===== src/rcr_defines.svh =====
// Register offsets, field positions and reset values of the regulator bank.
// Overview of operation
// [RULE1] Voltage register: six-bit code, top two bits reserved.
// [RULE2] Control bit 7 switches the regulator on.
// [RULE3] Control bit 2 enables discharge while shut down.
// [RULE4] Control bit 1 lets regulator faults interrupt.
// [RULE5] Control bit 0 reads live power-good.
// [RULE6] Pushbutton bit 7 interrupts on button press.
// [RULE7] Pushbutton bit 6 interrupts on button release.
// [RULE8] Bit 1 arms watchdog soft reset.
// [RULE9] Sleep entry clears the soft-reset enable.
// [RULE10] Bit 0 arms watchdog power cycle, sleep clears.
// [RULE11] Reserved bits ignore writes, read zero.
`ifndef RCR_DEFINES_SVH
`define RCR_DEFINES_SVH

// ****************************************************************
// Register offsets.
// ****************************************************************
`define RCR_LDO8_CONTROL_ADDR 8'h69
`define RCR_LDO9_VOLTAGE_SELECT_ADDR 8'h70
`define RCR_LDO9_CONTROL_ADDR 8'h71
`define RCR_LDO10_VOLTAGE_SELECT_ADDR 8'h80
`define RCR_LDO10_CONTROL_ADDR 8'h81
`define RCR_LDO11_VOLTAGE_SELECT_ADDR 8'h90
`define RCR_LDO11_CONTROL_ADDR 8'h91
`define RCR_LDO12_VOLTAGE_SELECT_ADDR 8'ha0
`define RCR_LDO12_CONTROL_ADDR 8'ha1
`define RCR_KEEPALIVE_LDO_CONTROL_ADDR 8'hb1
`define RCR_PUSHBUTTON_WATCHDOG_CONTROL_ADDR 8'hc0

// ****************************************************************
// Field positions.
// ****************************************************************
`define RCR_VOLTAGE_CODE_MSB 5
`define RCR_CTRL_ENABLE_BIT 7
`define RCR_CTRL_DISCHARGE_BIT 2
`define RCR_CTRL_FAULT_IRQ_BIT 1
`define RCR_CTRL_POWER_GOOD_BIT 0
`define RCR_PB_PRESS_IRQ_BIT 7
`define RCR_PB_RELEASE_IRQ_BIT 6
`define RCR_PB_WD_SOFT_RESET_BIT 1
`define RCR_PB_WD_POWER_CYCLE_BIT 0

// ****************************************************************
// Reset values.
// ****************************************************************
`define RCR_VOLTAGE_CODE_RESET 6'h00
`define RCR_BIT_RESET 1'b0

`endif


===== src/rcr_pkg.sv =====
// Types shared by the regulator control register bank.
package rcr_pkg;
    localparam int RCR_NUM_LDO = 5;
    localparam int RCR_NUM_VSEL = 4;

    typedef struct packed {
        logic [RCR_NUM_VSEL-1:0][5:0] voltage_code;
        logic [RCR_NUM_LDO-1:0] enable;
        logic [RCR_NUM_LDO-1:0] discharge;
        logic [RCR_NUM_LDO-1:0] fault_irq_enable;
        logic keepalive_enable;
        logic press_irq_enable;
        logic release_irq_enable;
        logic wd_soft_reset_enable;
        logic wd_power_cycle_enable;
        logic button_prev;
        logic button_irq;
        logic soft_reset_start;
        logic power_cycle_start;
        logic [7:0] rdata;
    } rcr_state_t;
endpackage


===== src/rcr_regulator_control_registers.sv =====
// Byte register bank for the regulators, pushbutton and watchdog.
`timescale 1ns/10ps
`include "rcr_defines.svh"

module rcr_regulator_control_registers
    import rcr_pkg::*;
(
    input wire logic i_sys_clk,
    input wire logic i_sys_rst,
    input wire logic [7:0] i_reg_addr,
    input wire logic i_reg_wr,
    input wire logic [7:0] i_reg_wdata,
    input wire logic i_reg_rd,
    output logic [7:0] o_reg_rdata,
    input wire logic [RCR_NUM_LDO-1:0] i_power_good,
    input wire logic [RCR_NUM_LDO-1:0] i_ldo_fault,
    input wire logic i_pushbutton_input,
    input wire logic i_watchdog_expired,
    input wire logic i_sleep_entry,
    output logic [RCR_NUM_VSEL*6-1:0] o_voltage_code,
    output logic [RCR_NUM_LDO-1:0] o_ldo_enable,
    output logic [RCR_NUM_LDO-1:0] o_output_discharge_enable,
    output logic o_keepalive_enable,
    output logic o_fault_irq,
    output logic o_button_irq,
    output logic o_soft_reset_start,
    output logic o_power_cycle_start
);
    rcr_state_t s_q;
    rcr_state_t s_d;

    // ************************************************************
    // Address tables, control index 0 is ldo8, 1 to 4 are ldo9 to ldo12; voltage index 0 to 3 are ldo9 to ldo12.
    // ************************************************************
    localparam logic [7:0] CTRL_ADDR [RCR_NUM_LDO] = '{
        `RCR_LDO8_CONTROL_ADDR, `RCR_LDO9_CONTROL_ADDR,
        `RCR_LDO10_CONTROL_ADDR, `RCR_LDO11_CONTROL_ADDR,
        `RCR_LDO12_CONTROL_ADDR};
    localparam logic [7:0] VSEL_ADDR [RCR_NUM_VSEL] = '{
        `RCR_LDO9_VOLTAGE_SELECT_ADDR, `RCR_LDO10_VOLTAGE_SELECT_ADDR,
        `RCR_LDO11_VOLTAGE_SELECT_ADDR, `RCR_LDO12_VOLTAGE_SELECT_ADDR};

    // ************************************************************
    // Next state.
    // ************************************************************
    always_comb begin
        logic [7:0] rd;
        logic wr_pb;
        rd = 8'h00;
        s_d = s_q;
        wr_pb = i_reg_wr &&
            (i_reg_addr == `RCR_PUSHBUTTON_WATCHDOG_CONTROL_ADDR);
        for (int i = 0; i < RCR_NUM_VSEL; i++) begin
            if (i_reg_addr == VSEL_ADDR[i]) begin
                // Upper two bits stay zero on read and write.
                rd = {2'b00, s_q.voltage_code[i]}; // [RULE1] [RULE11]
                if (i_reg_wr) begin
                    s_d.voltage_code[i] =
                        i_reg_wdata[`RCR_VOLTAGE_CODE_MSB:0]; // [RULE1]
                end
            end
        end
        for (int i = 0; i < RCR_NUM_LDO; i++) begin
            if (i_reg_addr == CTRL_ADDR[i]) begin
                rd = 8'h00; // [RULE11]
                rd[`RCR_CTRL_ENABLE_BIT] = s_q.enable[i]; // [RULE2]
                rd[`RCR_CTRL_DISCHARGE_BIT] = s_q.discharge[i]; // [RULE3]
                rd[`RCR_CTRL_FAULT_IRQ_BIT] =
                    s_q.fault_irq_enable[i]; // [RULE4]
                rd[`RCR_CTRL_POWER_GOOD_BIT] = i_power_good[i]; // [RULE5]
                if (i_reg_wr) begin
                    s_d.enable[i] =
                        i_reg_wdata[`RCR_CTRL_ENABLE_BIT]; // [RULE2]
                    s_d.discharge[i] =
                        i_reg_wdata[`RCR_CTRL_DISCHARGE_BIT]; // [RULE3]
                    s_d.fault_irq_enable[i] =
                        i_reg_wdata[`RCR_CTRL_FAULT_IRQ_BIT]; // [RULE4]
                end
            end
        end
        if (i_reg_addr == `RCR_KEEPALIVE_LDO_CONTROL_ADDR) begin
            rd = {s_q.keepalive_enable, 7'h00}; // [RULE11]
            if (i_reg_wr) begin
                s_d.keepalive_enable =
                    i_reg_wdata[`RCR_CTRL_ENABLE_BIT]; // [RULE2]
            end
        end
        if (i_reg_addr == `RCR_PUSHBUTTON_WATCHDOG_CONTROL_ADDR) begin
            rd = 8'h00; // [RULE11]
            rd[`RCR_PB_PRESS_IRQ_BIT] = s_q.press_irq_enable;
            rd[`RCR_PB_RELEASE_IRQ_BIT] = s_q.release_irq_enable;
            rd[`RCR_PB_WD_SOFT_RESET_BIT] = s_q.wd_soft_reset_enable;
            rd[`RCR_PB_WD_POWER_CYCLE_BIT] = s_q.wd_power_cycle_enable;
        end
        if (wr_pb) begin
            s_d.press_irq_enable =
                i_reg_wdata[`RCR_PB_PRESS_IRQ_BIT]; // [RULE6]
            s_d.release_irq_enable =
                i_reg_wdata[`RCR_PB_RELEASE_IRQ_BIT]; // [RULE7]
            s_d.wd_soft_reset_enable =
                i_reg_wdata[`RCR_PB_WD_SOFT_RESET_BIT]; // [RULE8]
            s_d.wd_power_cycle_enable =
                i_reg_wdata[`RCR_PB_WD_POWER_CYCLE_BIT]; // [RULE10]
        end
        // Sleep entry overrides a write in the same cycle.
        if (i_sleep_entry) begin
            s_d.wd_soft_reset_enable = 1'b0; // [RULE9]
            s_d.wd_power_cycle_enable = 1'b0; // [RULE10]
        end
        if (i_reg_rd) begin
            s_d.rdata = rd;
        end
        s_d.button_prev = i_pushbutton_input;
        s_d.button_irq =
            (s_q.press_irq_enable && i_pushbutton_input &&
             !s_q.button_prev) || // [RULE6]
            (s_q.release_irq_enable && !i_pushbutton_input &&
             s_q.button_prev); // [RULE7]
        s_d.soft_reset_start =
            i_watchdog_expired && s_q.wd_soft_reset_enable; // [RULE8]
        s_d.power_cycle_start =
            i_watchdog_expired && s_q.wd_power_cycle_enable; // [RULE10]
    end

    // ************************************************************
    // State register.
    // ************************************************************
    always_ff @(posedge i_sys_clk or posedge i_sys_rst) begin
        if (i_sys_rst) begin
            s_q <= '0;
        end else begin
            s_q <= s_d;
        end
    end

    // ************************************************************
    // Outputs.
    // ************************************************************
    assign o_reg_rdata = s_q.rdata;
    assign o_voltage_code = s_q.voltage_code;
    assign o_ldo_enable = s_q.enable;
    assign o_output_discharge_enable = s_q.discharge;
    assign o_keepalive_enable = s_q.keepalive_enable;
    assign o_fault_irq = |(i_ldo_fault & s_q.fault_irq_enable); // [RULE4]
    assign o_button_irq = s_q.button_irq;
    assign o_soft_reset_start = s_q.soft_reset_start;
    assign o_power_cycle_start = s_q.power_cycle_start;
endmodule


===== config.mk =====
export PLATFORM = sky130hd
export DESIGN_NAME = rcr_regulator_control_registers
export DESIGN_NICKNAME = d
export VERILOG_FILES = /design/src/rcr_pkg.sv /design/src/rcr_regulator_control_registers.sv
export VERILOG_INCLUDE_DIRS = /design/src
export SDC_FILE = /design/constraint.sdc
export NUM_CORES = 1
export LEC_CHECK = 0
export ABC_AREA = 1
export BUFFER_PORTS_ARGS = -buffer_cell sky130_fd_sc_hd__buf_2
export CORE_ASPECT_RATIO = 0.8
export CORE_MARGIN = 2
export CORE_UTILIZATION = 57
export CTS_BUF_LIST = sky130_fd_sc_hd__clkbuf_16
export DETAILED_ROUTE_END_ITERATION = 8
export PLACE_DENSITY_LB_ADDON = 0.25
export SYNTH_ARGS = -nofsm -noshare
export SYNTH_HDL_FRONTEND = slang
export SYNTH_SLANG_ARGS = --single-unit
export TNS_END_PERCENT = 1

===== constraint.sdc =====
create_clock -name i_sys_clk -period 4.7 [get_ports i_sys_clk]
set_input_delay 0.705 -clock i_sys_clk [delete_from_list [all_inputs] [get_ports i_sys_clk]]
set_output_delay 0.705 -clock i_sys_clk [all_outputs]
set_load 0.01 [all_outputs]

==> reports/metrics.yaml <==
run_status:
  status: "complete, but fails checks"
  violations: "DRC"
placed_design:
  routabilityCongestion: 0.833
  io_buffers: 79
  placedCellCount: 464
  hpwl_mm: 5.18
detailed_routing:
  drt_wl_total_mm: 6.93
  drtPass1Iterations: 8
  initialDrtViolationCount: 198
  vias: 2557
  wire_per_inst_um: 14.7
  post-route-drc-count: 6
  drtAntennaViolNets: 0
  vias_per_cell: 5.42
sta:
  slew_headroom_pct: 54.1
  rsz0062_at_grt: "no"
  worst_slew_pin_slew_ns: 0.688
  slew_violations: 0
  max_clock_freq_ghz: 0.490
  setup_viol: 0
  skew_ns: 0.00394
  min_period_over_period_pct: 43.4
  hold_viol_final: 0
  setup-tns-final_ns: 0
  period_minus_slack_ns: 2.04
cells_and_area:
  drive_gt1_share_pct: 27.3
  layout.nets: 442
  multi_input_area_um2: 1150
  n_antenna_cell: 0
  seqCellArea_um2: 1400
  nFillCells: 454
  syn2layout_area_growth_pct: 8.28
  instances_no_fill: 472
yosys:
  synth.mux.area_fraction_pct: 0
  synthSimpleGateAreaFrac_pct: 25.1
  synth-compound-area-share_pct: 12.5
  synth_top_family_by_area: "simple AND/OR/NAND/NOR gates"
  synth_top_area_share_pct: 45.9
  yosysTopAreaCell: "dfrtp_1"
  ys_warn_count: 0
  syn_nets: 405
  synthCells: 372
  ys_ff_latch: 56
  synth_fa_ha_area_share_pct: 0
  netlist_top_cells_area: "dfrtp_1 (46%), nand2_1 (12%), buf_4 (11%), o21ai_0 (6.6%), nand3_1 (4.1%)"
  yosysUniqueCellTypes: 28
  syn-cell-area_um2: 3050
  syn_area_per_cell_um2: 8.20
  synthXorXnorAreaFrac_pct: 0
  synth-seq-area-share_pct: 45.9
setup_path:
  critPathKind: "in2out"
  crit_fanout: 1
  cp_slowest_cell: "a221oi_1"
  critPathMostFrequentCell: "nand2_1"
  path_cells: "buf_2 > nand2_1 > nand2_1 > a221oi_1 > nand2_1 > buf_2"
  slowest_delay_ns: 0.21
  crit_required_ns: 3.99
  startpoint_type: "input port"
  cp.arrival_ns: 1.33
  endpoint_kind: "output port"
floorplanning:
  pin_count: 80
  core_um2: 5090
  start_util_pct: 59.9
  row_count: 23
  die_y_um: 69.4
  die_w_um: 85.8
  dieArea_um2: 5960
global_routing:
  grt_pass1_vias: 2417
  grt_max_degree: 57
  grt_overflow: 0
  antenna_found_initial: 0
  grt_first_pass_wirelength_mm: 11.6
  globalRouteTotalUtil_pct: 24.8
clocking:
  cts_setup_buffers: 0
  cts_hold_buffers: 0
  cts-root-buf: "clkbuf_16"
  htreeDepth: 2
  cts_tree: "built"
  numCtsBuffers: 5
  clk_path_buf_depth: 2
  clk_latency_ns: 0.29
  clkSinkCount: 56
  clkTransAtPathRegs_ns: 0.07
  ctsResizeCount: 0
power_and_ir_drop:
  p_leak_nw: 1.84
  power_density_nw_per_um2: 301
  ir_drop_uv: 189
run:
  drv_cap: 0
min_path:
  hp-class: "reg2reg"
-- per-layer routing --
metal	global-route usage (%)	vias up	routed length, µm
met5	0	-	0
met4	5.47	0	65
met3	6.07	8	614
met2	36.5	108	3010
met1	37.1	1206	3230
li1	-	1235	-
-- placed cells by master (no fill, tap or decap) --
cell	instances
inv_2	7
nand2_4	3
buf_2	79
or2_2	2
nand4_1	6
inv_1	30
o21ai_1	10
dfrtp_1	56
nor2_4	4
o211ai_1	1
nand2_2	6
nor2_1	8
nor3_1	1
or2_0	3
a21oi_1	10
a221oi_1	1
nand3_1	25
clkinvlp_4	1
o2111a_1	1
o21a_1	4
clkinv_1	1
clkbuf_16	5
o21ai_0	40
o31ai_1	2
nor2_8	2
nor2_2	2
nand2_1	98
o2111ai_1	1
buf_4	1
-- path summary, 6_finish.rpt --
check / startpoint / to / slack (ns) / depth (start not counted)
min in group asynchronous: i_sys_rst / o_reg_rdata[4]$_DFFE_PP0P_ / 0.60 / 3
hold reg to reg: s_q[11]$_DFF_PP0_ / o_button_irq$_DFF_PP0_ / 0.47 / 1
max in group asynchronous: i_sys_rst / o_output_discharge_enable[0]$_DFFE_PP0P_ / 3.65 / 3
setup reg to reg: o_voltage_code[2]$_DFFE_PP0P_ / o_reg_rdata[2]$_DFFE_PP0P_ / 3.56 / 8
hold / removal: s_q[11]$_DFF_PP0_ / o_button_irq$_DFF_PP0_ / 0.47 / 1
setup / recovery: i_ldo_fault[1] / o_fault_irq / 2.66 / 6
-- logic make-up after synthesis --
group | count (synthesis)
buf+inv | 86
flops | 56
compound gates | 70
simple gates | 160
-- worst max-delay path: cells and delay by family --
kind / cells / cell delay (ns)
compound gates: 1 / 0.21
simple gates: 3 / 0.19
buf+inv: 2 / 0.23
-- cells in the mapped netlist, drive strengths merged --
cell     number
o2111a        1
nor2         16
nor3          1
a221oi        1
nand4         6
inv          36
o31ai         2
nand2       107
nand3        25
clkbuf        2
a21oi        10
o21ai        50
or2           5
o2111ai       1
dfrtp        56
o21a          4
buf          48
o211ai        1
-- layout make-up --
type | instances | area share (%)
clock buffers | 5 | 3.79
multi-input cells | 230 | 34.7
flip-flops and latches | 56 | 42.4
clock inverters | 3 | 0.454
well taps | 62 | 2.35
repair buffers | 80 | 12.2
inverters | 36 | 4.09
-- state kept, by name, summed over array words and instances (netlist names) --
signal                     cells
o_button_irq                   1
o_keepalive_enable             1
o_ldo_enable                   5
o_output_discharge_enable      5
o_power_cycle_start            1
o_reg_rdata                    8
o_soft_reset_start             1
o_voltage_code                24
s_q                           10
-- power breakdown --
| part | leakage, nW | total, mW | internal [mW] | switching [mW] |
|---|---|---|---|---|
| registers | 0.749 | 0.521 | 0.504 | 0.0170 |
| logic | 1.03 | 0.109 | 0.0400 | 0.0690 |
| clock network | 0.0687 | 0.364 | 0.194 | 0.170 |
-- through the flow --
stage               setup WS (ns)  hold slack [ns]  cell area (µm²)  power (mW)  util (%)
global placement             2.64            0.462             3160       0.637      62.1
finish                       2.66            0.465             3300       0.994      64.9
CTS                          2.65            0.478             3300       0.997      64.9
floorplan                    2.62            0.435             3050       0.611         -
detailed placement           2.59            0.465             3160       0.640      62.1
global route                 2.51            0.504             3300        1.03      64.9
Power figures use the tool's default switching activity.
